$ cat src/simsc_pkg.sv
// Shared constants and types for the card slot control register bank
package simsc_pkg;
  // Register offsets
  localparam logic [7:0] OFS_STATUS = 8'h04;
  localparam logic [7:0] OFS_SLOT_CTRL = 8'h08;
  localparam logic [7:0] OFS_BAT_DBC = 8'h0a;
  localparam logic [7:0] OFS_SDN_DBC = 8'h0b;
  localparam logic [7:0] OFS_CLK_SRC = 8'h0d;
  // Values after reset
  localparam logic [7:0] RST_SLOT_CTRL = 8'h00;
  localparam logic [7:0] RST_DBC = 8'h04;
  localparam logic [7:0] RST_CLK_SRC = 8'h00;
  // Slot control field positions
  localparam int SLOT1_REG_EN = 0;
  localparam int SLOT1_VSEL = 1;
  localparam int SLOT1_STATE_LO = 2;
  localparam int SLOT2_REG_EN = 4;
  localparam int SLOT2_VSEL = 5;
  localparam int SLOT2_STATE_LO = 6;
  // Status register field positions
  localparam int ST_SDN_LEVEL = 0;
  localparam int ST_SDN_FLAG = 1;
  localparam int ST_BAT_LEVEL = 2;
  localparam int ST_BAT_FLAG = 3;
  localparam int ST_SLOT1_LO = 4;
  localparam int ST_SLOT2_LO = 6;
  // Clock source select bit
  localparam int CLK_SRC_BIT = 7;
  // Slot state and status codes
  localparam logic [1:0] CODE_DOWN = 2'h0;
  localparam logic [1:0] CODE_ISOL = 2'h1;
  localparam logic [1:0] CODE_PWR_PD = 2'h2;
  localparam logic [1:0] CODE_ACTIVE = 2'h3;
  // Serial target address, low bit from the interrupt pin at reset
  localparam logic [5:0] TGT_ADDR_HI = 6'h1e;
  // Timing clock derived from the system clock
  localparam int CLK_HZ = 20_000_000;
  localparam int TIMING_HZ = 32_768;
  localparam logic [9:0] TICK_DIV = 10'(CLK_HZ / TIMING_HZ);
  // Serial target states
  typedef enum logic [2:0] {
    SER_IDLE, SER_ADDR, SER_PTR, SER_WDATA, SER_ACK, SER_TX, SER_TX_ACK
  } simsc_ser_t;
  // Per-slot drive to the regulator and the level translator
  typedef struct packed {
    logic supply_on;
    logic supply_pulldown;
    logic volt_high;
    logic iface_pulldown;
    logic iface_active;
    logic [1:0] status;
  } simsc_slot_t;
endpackage

$ cat src/simsc_regs.sv
// Card slot control register bank with serial target and debouncers
`timescale 1ns/1ps
`default_nettype none
// Operation
// - Regulator bit on turns regulator on; off turns it off with pull-down.
// - Voltage select bit picks 1.8 V at 0, 2.95 V at 1.
// - Two-bit slot state: 00 down, 01 isolated, 11 active, 10 banned.
// - Code 10 is stored as written; software must never write it.
// - State field and regulator bit are stored independently.
// - Slot status codes derive from state and regulator bits.
// - Regulator off always reports status 00.
// - Status 01 only with state 01 and regulator on.
// - Status 11 only with state 11 and regulator on.
// - Regulator on with state 00 or 10 reports status 10.
// - Battery debounce register is reload value; zero bypasses.
// - Shutdown debounce register is reload value; zero bypasses.
// - Writing a debounce register restarts its counter.
// - New debounce value acts within one timing clock period.
// - Clock source bit 7 picks internal or external timing clock.
// - Reset loads defaults: debounce 04h, regulators off, flags clear.
// - Shutdown level captured into status when its flag is set.
// - Serial target address low bit is interrupt pin level at reset.
module simsc_regs
  import simsc_pkg::*;
(
  input wire logic i_ref_clk,
  input wire logic i_rst_b,
  input wire logic i_scl,
  input wire logic i_sda,
  output logic o_sda,
  output logic o_sda_oe,
  input wire logic i_irq_pin,
  input wire logic i_ext_timing_clk,
  input wire logic i_shutdown_input,
  input wire logic i_battery_presence_input,
  output simsc_slot_t o_slot_one_supply,
  output simsc_slot_t o_slot_two_supply
);
  // Register storage
  logic [7:0] slot_ctrl_ff, nxt_slot_ctrl;
  logic [7:0] dbc_ff [2];
  logic [7:0] nxt_dbc [2];
  logic [7:0] clk_src_ff, nxt_clk_src;
  logic sdn_level_ff, nxt_sdn_level;
  logic sdn_flag_ff, nxt_sdn_flag;
  logic bat_flag_ff, nxt_bat_flag;
  // Serial target state
  simsc_ser_t ser_ff, nxt_ser, ret_ff, nxt_ret;
  logic [7:0] shift_ff, nxt_shift;
  logic [7:0] ptr_ff, nxt_ptr;
  logic [3:0] bits_ff, nxt_bits;
  logic sda_oe_ff, nxt_sda_oe;
  logic scl_q_ff, sda_q_ff;
  logic addr_lsb_ff, nxt_addr_lsb;
  logic strap_done_ff;
  logic ack_ok_ff, nxt_ack_ok;
  logic wr_stb, rd_clr;
  logic [7:0] wr_data, rd_data, status_byte;
  // Timing clock and debouncers
  logic [9:0] div_ff, nxt_div;
  logic ext_q_ff;
  logic tick;
  logic [1:0] din, expire, restart;
  logic [1:0] level_ff, nxt_level;
  logic [7:0] cnt_ff [2];
  logic [7:0] nxt_cnt [2];
  simsc_slot_t nxt_one, nxt_two;

  // Status code of one slot from its state field and regulator bit
  function automatic logic [1:0] slot_status(input logic [1:0] st,
                                             input logic reg_on);
    logic [1:0] code;
    code = CODE_DOWN;
    if (reg_on) begin
      // Banned code 10 falls in with 00: powered, pull-downs kept
      code = (st == CODE_ISOL || st == CODE_ACTIVE) ? st : CODE_PWR_PD;
    end
    return code;
  endfunction

  // Bus line edges; pins count as synchronous to the reference clock
  wire scl_rise = i_scl & ~scl_q_ff;
  wire scl_fall = ~i_scl & scl_q_ff;
  wire bus_start = scl_q_ff & i_scl & sda_q_ff & ~i_sda;
  wire bus_stop = scl_q_ff & i_scl & ~sda_q_ff & i_sda;

  // Status byte and read mux
  always_comb begin
    status_byte = 8'h00;
    status_byte[ST_SDN_LEVEL] = sdn_level_ff;
    status_byte[ST_SDN_FLAG] = sdn_flag_ff;
    status_byte[ST_BAT_LEVEL] = level_ff[1];
    status_byte[ST_BAT_FLAG] = bat_flag_ff;
    status_byte[ST_SLOT1_LO +: 2] = slot_status(
      slot_ctrl_ff[SLOT1_STATE_LO +: 2], slot_ctrl_ff[SLOT1_REG_EN]);
    status_byte[ST_SLOT2_LO +: 2] = slot_status(
      slot_ctrl_ff[SLOT2_STATE_LO +: 2], slot_ctrl_ff[SLOT2_REG_EN]);
    case (ptr_ff)
      OFS_STATUS: rd_data = status_byte;
      OFS_SLOT_CTRL: rd_data = slot_ctrl_ff;
      OFS_BAT_DBC: rd_data = dbc_ff[1];
      OFS_SDN_DBC: rd_data = dbc_ff[0];
      OFS_CLK_SRC: rd_data = clk_src_ff;
      default: rd_data = 8'h00;
    endcase
  end

  // Serial target: address, pointer, write bytes, read bytes
  always_comb begin
    nxt_ser = ser_ff;
    nxt_ret = ret_ff;
    nxt_shift = shift_ff;
    nxt_ptr = ptr_ff;
    nxt_bits = bits_ff;
    nxt_sda_oe = sda_oe_ff;
    nxt_ack_ok = ack_ok_ff;
    wr_stb = 1'b0;
    wr_data = shift_ff;
    rd_clr = 1'b0;
    if (bus_stop) begin
      nxt_ser = SER_IDLE;
      nxt_sda_oe = 1'b0;
    end else if (bus_start) begin
      nxt_ser = SER_ADDR;
      nxt_bits = 4'h0;
      nxt_sda_oe = 1'b0;
    end else begin
      case (ser_ff)
        SER_ADDR, SER_PTR, SER_WDATA: begin
          if (scl_rise && bits_ff != 4'h8) begin
            nxt_shift = {shift_ff[6:0], i_sda};
            nxt_bits = bits_ff + 4'h1;
          end else if (scl_fall && bits_ff == 4'h8) begin
            nxt_bits = 4'h0;
            nxt_ser = SER_ACK;
            nxt_sda_oe = 1'b1;
            nxt_ret = SER_WDATA;
            if (ser_ff == SER_ADDR) begin
              // Only our own address is acknowledged
              if (shift_ff[7:1] != {TGT_ADDR_HI, addr_lsb_ff}) begin
                nxt_ser = SER_IDLE;
                nxt_sda_oe = 1'b0;
              end
              nxt_ret = shift_ff[0] ? SER_TX : SER_PTR;
            end else if (ser_ff == SER_PTR) begin
              nxt_ptr = shift_ff;
            end else begin
              wr_stb = 1'b1;
              nxt_ptr = ptr_ff + 8'h1;
            end
          end
        end
        SER_ACK: begin
          if (scl_fall) begin
            nxt_ser = ret_ff;
            nxt_sda_oe = 1'b0;
            if (ret_ff == SER_TX) begin
              nxt_shift = rd_data;
              nxt_sda_oe = ~rd_data[7];
              nxt_ptr = ptr_ff + 8'h1;
              rd_clr = (ptr_ff == OFS_STATUS);
            end
          end
        end
        SER_TX: begin
          if (scl_rise) begin
            nxt_bits = bits_ff + 4'h1;
          end else if (scl_fall && bits_ff == 4'h8) begin
            nxt_bits = 4'h0;
            nxt_sda_oe = 1'b0;
            nxt_ser = SER_TX_ACK;
          end else if (scl_fall) begin
            nxt_shift = {shift_ff[6:0], 1'b0};
            nxt_sda_oe = ~shift_ff[6];
          end
        end
        SER_TX_ACK: begin
          if (scl_rise) begin
            nxt_ack_ok = ~i_sda;
          end else if (scl_fall) begin
            nxt_ser = ack_ok_ff ? SER_TX : SER_IDLE;
            if (ack_ok_ff) begin
              nxt_shift = rd_data;
              nxt_sda_oe = ~rd_data[7];
              nxt_ptr = ptr_ff + 8'h1;
              rd_clr = (ptr_ff == OFS_STATUS);
            end
          end
        end
        default: nxt_ser = SER_IDLE;
      endcase
    end
  end

  always_ff @(posedge i_ref_clk or negedge i_rst_b) begin
    if (!i_rst_b) begin
      ser_ff <= SER_IDLE;
      ret_ff <= SER_IDLE;
      shift_ff <= 8'h00;
      ptr_ff <= 8'h00;
      bits_ff <= 4'h0;
      sda_oe_ff <= 1'b0;
      ack_ok_ff <= 1'b0;
      scl_q_ff <= 1'b1;
      sda_q_ff <= 1'b1;
    end else begin
      ser_ff <= nxt_ser;
      ret_ff <= nxt_ret;
      shift_ff <= nxt_shift;
      ptr_ff <= nxt_ptr;
      bits_ff <= nxt_bits;
      sda_oe_ff <= nxt_sda_oe;
      ack_ok_ff <= nxt_ack_ok;
      scl_q_ff <= i_scl;
      sda_q_ff <= i_sda;
    end
  end

  // Open-drain data line only ever pulls low
  assign o_sda = 1'b0;
  assign o_sda_oe = sda_oe_ff;

  // Address strap caught once, on the first edge after reset release
  always_comb begin
    nxt_addr_lsb = strap_done_ff ? addr_lsb_ff : i_irq_pin;
  end

  always_ff @(posedge i_ref_clk or negedge i_rst_b) begin
    if (!i_rst_b) begin
      addr_lsb_ff <= 1'b0;
      strap_done_ff <= 1'b0;
    end else begin
      addr_lsb_ff <= nxt_addr_lsb;
      strap_done_ff <= 1'b1;
    end
  end

  // Register writes; the whole byte is stored, banned codes included
  always_comb begin
    nxt_slot_ctrl = slot_ctrl_ff;
    nxt_dbc[0] = dbc_ff[0];
    nxt_dbc[1] = dbc_ff[1];
    nxt_clk_src = clk_src_ff;
    restart = 2'b00;
    if (wr_stb) begin
      case (ptr_ff)
        OFS_SLOT_CTRL: nxt_slot_ctrl = wr_data;
        OFS_SDN_DBC: begin
          nxt_dbc[0] = wr_data;
          restart[0] = 1'b1;
        end
        OFS_BAT_DBC: begin
          nxt_dbc[1] = wr_data;
          restart[1] = 1'b1;
        end
        OFS_CLK_SRC: nxt_clk_src = wr_data;
        default: nxt_slot_ctrl = slot_ctrl_ff;
      endcase
    end
  end

  // Event flags: a read clears, but a shutdown expiry or a rising battery expiry in the same cycle wins
  always_comb begin
    nxt_sdn_flag = (sdn_flag_ff & ~rd_clr) | expire[0];
    nxt_bat_flag = (bat_flag_ff & ~rd_clr) | (expire[1] & din[1]);
    nxt_sdn_level = expire[0] ? din[0] : sdn_level_ff;
  end

  always_ff @(posedge i_ref_clk or negedge i_rst_b) begin
    if (!i_rst_b) begin
      slot_ctrl_ff <= RST_SLOT_CTRL;
      dbc_ff[0] <= RST_DBC;
      dbc_ff[1] <= RST_DBC;
      clk_src_ff <= RST_CLK_SRC;
      sdn_flag_ff <= 1'b0;
      bat_flag_ff <= 1'b0;
      sdn_level_ff <= 1'b0;
    end else begin
      slot_ctrl_ff <= nxt_slot_ctrl;
      dbc_ff[0] <= nxt_dbc[0];
      dbc_ff[1] <= nxt_dbc[1];
      clk_src_ff <= nxt_clk_src;
      sdn_flag_ff <= nxt_sdn_flag;
      bat_flag_ff <= nxt_bat_flag;
      sdn_level_ff <= nxt_sdn_level;
    end
  end

  // Timing tick: internal divider or sampled rising edge of external clock
  always_comb begin
    nxt_div = (div_ff == TICK_DIV - 10'h1) ? 10'h000 : div_ff + 10'h1;
    tick = clk_src_ff[CLK_SRC_BIT] ? (i_ext_timing_clk & ~ext_q_ff)
                                   : (div_ff == 10'h000);
  end

  always_ff @(posedge i_ref_clk or negedge i_rst_b) begin
    if (!i_rst_b) begin
      div_ff <= 10'h000;
      ext_q_ff <= 1'b0;
    end else begin
      div_ff <= nxt_div;
      ext_q_ff <= i_ext_timing_clk;
    end
  end

  // Debouncers: channel 0 shutdown, channel 1 battery presence
  assign din = {i_battery_presence_input, i_shutdown_input};
  for (genvar ch = 0; ch < 2; ch++) begin : g_dbc
    // Counting in ticks lets a fresh reload act by the next tick
    always_comb begin
      nxt_level[ch] = level_ff[ch];
      nxt_cnt[ch] = cnt_ff[ch];
      expire[ch] = 1'b0;
      if (din[ch] == level_ff[ch] || restart[ch]) begin
        nxt_cnt[ch] = 8'h00;
      end else if (dbc_ff[ch] == 8'h00) begin
        nxt_level[ch] = din[ch];
        expire[ch] = 1'b1;
      end else if (tick) begin
        if (cnt_ff[ch] + 8'h1 >= dbc_ff[ch]) begin
          nxt_level[ch] = din[ch];
          nxt_cnt[ch] = 8'h00;
          expire[ch] = 1'b1;
        end else begin
          nxt_cnt[ch] = cnt_ff[ch] + 8'h1;
        end
      end
    end

    always_ff @(posedge i_ref_clk or negedge i_rst_b) begin
      if (!i_rst_b) begin
        level_ff[ch] <= 1'b0;
        cnt_ff[ch] <= 8'h00;
      end else begin
        level_ff[ch] <= nxt_level[ch];
        cnt_ff[ch] <= nxt_cnt[ch];
      end
    end
  end

  // Slot drive outputs, registered so each port leaves a flip-flop
  always_comb begin
    nxt_one.supply_on = slot_ctrl_ff[SLOT1_REG_EN];
    nxt_one.supply_pulldown = ~slot_ctrl_ff[SLOT1_REG_EN];
    nxt_one.volt_high = slot_ctrl_ff[SLOT1_VSEL];
    nxt_one.status = status_byte[ST_SLOT1_LO +: 2];
    nxt_one.iface_pulldown = ~nxt_one.status[0];
    nxt_one.iface_active = (nxt_one.status == CODE_ACTIVE);
    nxt_two.supply_on = slot_ctrl_ff[SLOT2_REG_EN];
    nxt_two.supply_pulldown = ~slot_ctrl_ff[SLOT2_REG_EN];
    nxt_two.volt_high = slot_ctrl_ff[SLOT2_VSEL];
    nxt_two.status = status_byte[ST_SLOT2_LO +: 2];
    nxt_two.iface_pulldown = ~nxt_two.status[0];
    nxt_two.iface_active = (nxt_two.status == CODE_ACTIVE);
  end

  always_ff @(posedge i_ref_clk or negedge i_rst_b) begin
    if (!i_rst_b) begin
      o_slot_one_supply <= '{1'b0, 1'b1, 1'b0, 1'b1, 1'b0, CODE_DOWN};
      o_slot_two_supply <= '{1'b0, 1'b1, 1'b0, 1'b1, 1'b0, CODE_DOWN};
    end else begin
      o_slot_one_supply <= nxt_one;
      o_slot_two_supply <= nxt_two;
    end
  end
endmodule
`default_nettype wire

$ cat config.mk
export PLATFORM = sky130hd
export DESIGN_NAME = simsc_regs
export DESIGN_NICKNAME = d
export VERILOG_FILES = /design/src/simsc_pkg.sv /design/src/simsc_regs.sv
export SDC_FILE = /design/constraint.sdc
export NUM_CORES = 1
export LEC_CHECK = 0
export BUFFER_PORTS_ARGS = -buffer_cell sky130_fd_sc_hd__buf_2
export CAP_MARGIN = 20
export CORE_MARGIN = 3
export CORE_UTILIZATION = 50
export DETAILED_ROUTE_END_ITERATION = 7
export PLACE_DENSITY = 0.67
export SKIP_LAST_GASP = 1
export SYNTH_ARGS = -nofsm -noshare
export SYNTH_HDL_FRONTEND = slang
export SYNTH_SLANG_ARGS = --single-unit
export TNS_END_PERCENT = 100
$ cat constraint.sdc
create_clock -name i_ref_clk -period 6.4 [get_ports i_ref_clk]
set_input_delay 0.96 -clock i_ref_clk [delete_from_list [all_inputs] [get_ports i_ref_clk]]
set_output_delay 0.96 -clock i_ref_clk [all_outputs]
set_load 0.05 [all_outputs]
==> reports/metrics.yaml <==
synthesis:
  synth.area.top_cells: "dfrtp_1, mux2_2, ha_1"
  synth_ff_type: "dfrtp_1"
  synth_warnings: 0
  async_flop_share_pct: 100.0
  synthDistinctLibCells: 75
  synth_area_per_cell_um2: 9.827
  syn-num-nets: 652
  synth_most_common_cell: "dfrtp_1"
  yosysSeqAreaShare_pct: 45.56
  synth_top_area_cell: "dfrtp_1"
  synth_top_area_share_pct: 42.10
  ys_top_cells_by_count: "dfrtp_1, nand2_1, nor2_1"
  ys_ff_latch: 110
  syn_inst: 617
  synth_edf_count: 0
  syn_area_um2: 6063
route:
  routed_wl_um: 13500
  drcViolationCount: 0
  first_pass_iters: 5
  wire_per_inst_um: 17.51
  ant_nets: 0
  vias: 4627
  dr.first_iter.drc_count: 365
  vias_per_cell: 6.001
clock_tree:
  cts-buffers-inserted: 9
  post_cts_buffers: 0
  htree_levels: 3
  cts_hold_buf: 0
  clock_latency_ps: 360
  clkTransAtPathRegs_ps: 70
  post_cts_resized: 0
  cts.sinks: 110
  cts_tree: "yes"
  cts_buffer_depth: 2
  clock-root-buffer: "clkbuf_16"
floorplan:
  core_area_um2: 11610
  fp.dieW_um: 116.1
  rows: 39
  die_area_um2: 13480
  die_y_um: 116.1
  initial_core_util_pct: 52.21
  pin_count: 24
place:
  finalWeightedCongestion: 0.8954
  place_ws_ps: 3060
  portBuffers: 22
  placed_area_um2: 6226
  post-place-cells: 755
  dp_hpwl_um: 9703
global_routing:
  grt_overflow: 0
  antenna_found_initial: 0
  grt_pass1_wl_um: 22660
  grt_usage_pct: 21.45
  grt_pass1_vias: 4442
  grt_max_degree: 61
sta:
  slew_viol_final: 0
  worst_pin_slew_ps: 1059
  grt_setup_unrepaired: "no"
  hold_viol_final: 0
  slew_headroom_pct: 28.84
  setup_ws_ps: 3254
  timing.fmax_mhz: 317.8
  setup_viol: 0
  fin_crit_sh_pct: 49.16
  period_minus_slack_ps: 3146
  skew_ps: 9.895
  tns_ps: 0
layout:
  multi_input_area_um2: 3010
  area_growth_pct: 7.656
  fillers: 1038
  fin_cells: 771
  postLayoutCellArea_um2: 6528
  seq_area_um2: 2763
  drive_above_1_share_pct: 17.20
  antenna_cells: 0
  nNetsFinal: 658
pwr:
  ir_worst_vdd_v: 0.0002239
  p_leak_nw: 2.930
  power.total_mw: 1.620
  power_density_nw_per_um2: 248.2
critical_path:
  cp_max_fo: 7
  path_cells: "nand3_1, or2_2, nor2_1, xor2_1, ha_1, a21oi_1, o21ai_0, a31oi_1, and3b_1, nand4b_1, o21ai_0"
  slowest_stage: "a31oi_1"
  cp-start-kind: "flip-flop"
  critPathArrivalTime_ps: 3420
  cp.required_ps: 6680
  worstSetupPathType: "reg2reg"
  max_stage_delay_ps: 500
  cpMostUsedCell: "o21ai_0"
  setup.worst_path.end_class: "flip-flop"
run_status:
  status: "finished clean"
run:
  maxCapViolCount: 0
hold_path:
  hold_class: "reg2reg"
==> metal layers <==
metal / up-vias / wire length [µm] / track usage [%]
li1: 2217 / - / -
met1: 2287 / 6228 / 29.14
met2: 111 / 6541 / 35.21
met3: 12 / 589 / 5.026
met4: 0 / 146 / 5.027
met5: - / 0 / 0
==> stage by stage <==
stage / hold slack (ps) / utilization [%]
after floorplan: 369.3 / -
after global placement: 414.9 / 53.61
after detailed placement: 433.2 / 53.61
after CTS: 454.3 / 56.21
after global routing: 465.9 / 56.21
final: 443.8 / 56.21
==> sequential cells by signal, summed over array words and instances (netlist names), 4 cells and up <==
register / flops
dbc_ff: 16
o_slot_two_supply: 7
cnt_ff: 16
div_ff: 10
ptr_ff: 8
slot_ctrl_ff: 8
o_slot_one_supply: 7
clk_src_ff: 8
bits_ff: 4
shift_ff: 8
==> critical path: cells and delay by family, from the launching register on <==
kind | cells | cell delay [ps]
AND/OR/NAND/NOR | 5 | 1280
AO/OA/AOI/OAI | 4 | 830
flip-flops | 1 | 440
adder cells (fa/ha/maj) | 1 | 290
XOR/XNOR | 1 | 230
==> cell usage in the layout, fill, tap and decap left out, types with 6 or more instances in the layout <==
cell / count
nand2b_1: 7
xor2_1: 12
nor4_1: 7
nor2b_1: 7
a22oi_1: 9
nor2_1: 44
and3_1: 6
dfstp_2: 8
a22o_1: 7
clkbuf_16: 9
nand3_1: 22
xnor2_1: 12
ha_1: 27
nand2_1: 53
buf_2: 21
inv_1: 38
a21oi_1: 38
dfrtp_1: 102
o22a_1: 6
o21ai_0: 38
a31oi_1: 11
mux2_2: 35
==> worst paths after layout <==
check	startpoint	to	slack [ps]	cells after the start
worst min register to register	slot_ctrl_ff[1]	o_slot_one_supply[4]	440	0
max in group asynchronous	i_rst_b	ret_ff[2]	4600	2
worst max register to register	cnt_ff[2]	cnt_ff[2]	3250	11
min in group asynchronous	i_rst_b	cnt_ff[5]	620	1
worst max-delay path	cnt_ff[2]	cnt_ff[2]	3250	11
worst min-delay path	slot_ctrl_ff[1]	o_slot_one_supply[4]	440	0
==> power by group <==
part	total, mW	switching [mW]	internal, mW
Sequential	0.835	0.0955	0.740
Combinational	0.215	0.136	0.0793
Clock	0.570	0.255	0.314
==> cell type report <==
type / instances / area share (%)
Tap cell: 143 / 2.741
Timing Repair Buffer: 24 / 1.955
Inverter: 39 / 2.243
Clock buffer: 11 / 3.719
Clock inverter: 5 / 0.9009
Sequential cell: 110 / 42.32
Multi-Input combinational cell: 439 / 46.12
==> kinds of logic (layout without fill, tap and decap cells) <==
group,Yosys count,count (layout),share of synthesized area [%]
AOI/OAI and AO/OA,158,158,17.17
and+or+nand+nor,191,191,16.49
adders and majority gates,27,27,5.572
buffers and inverters,68,79,4.787
muxes,37,37,6.830
DFF,110,110,45.56
xor gates and xnor gates,24,24,3.467
other,2,2,0.1239
Power figures use the tool's default switching activity.
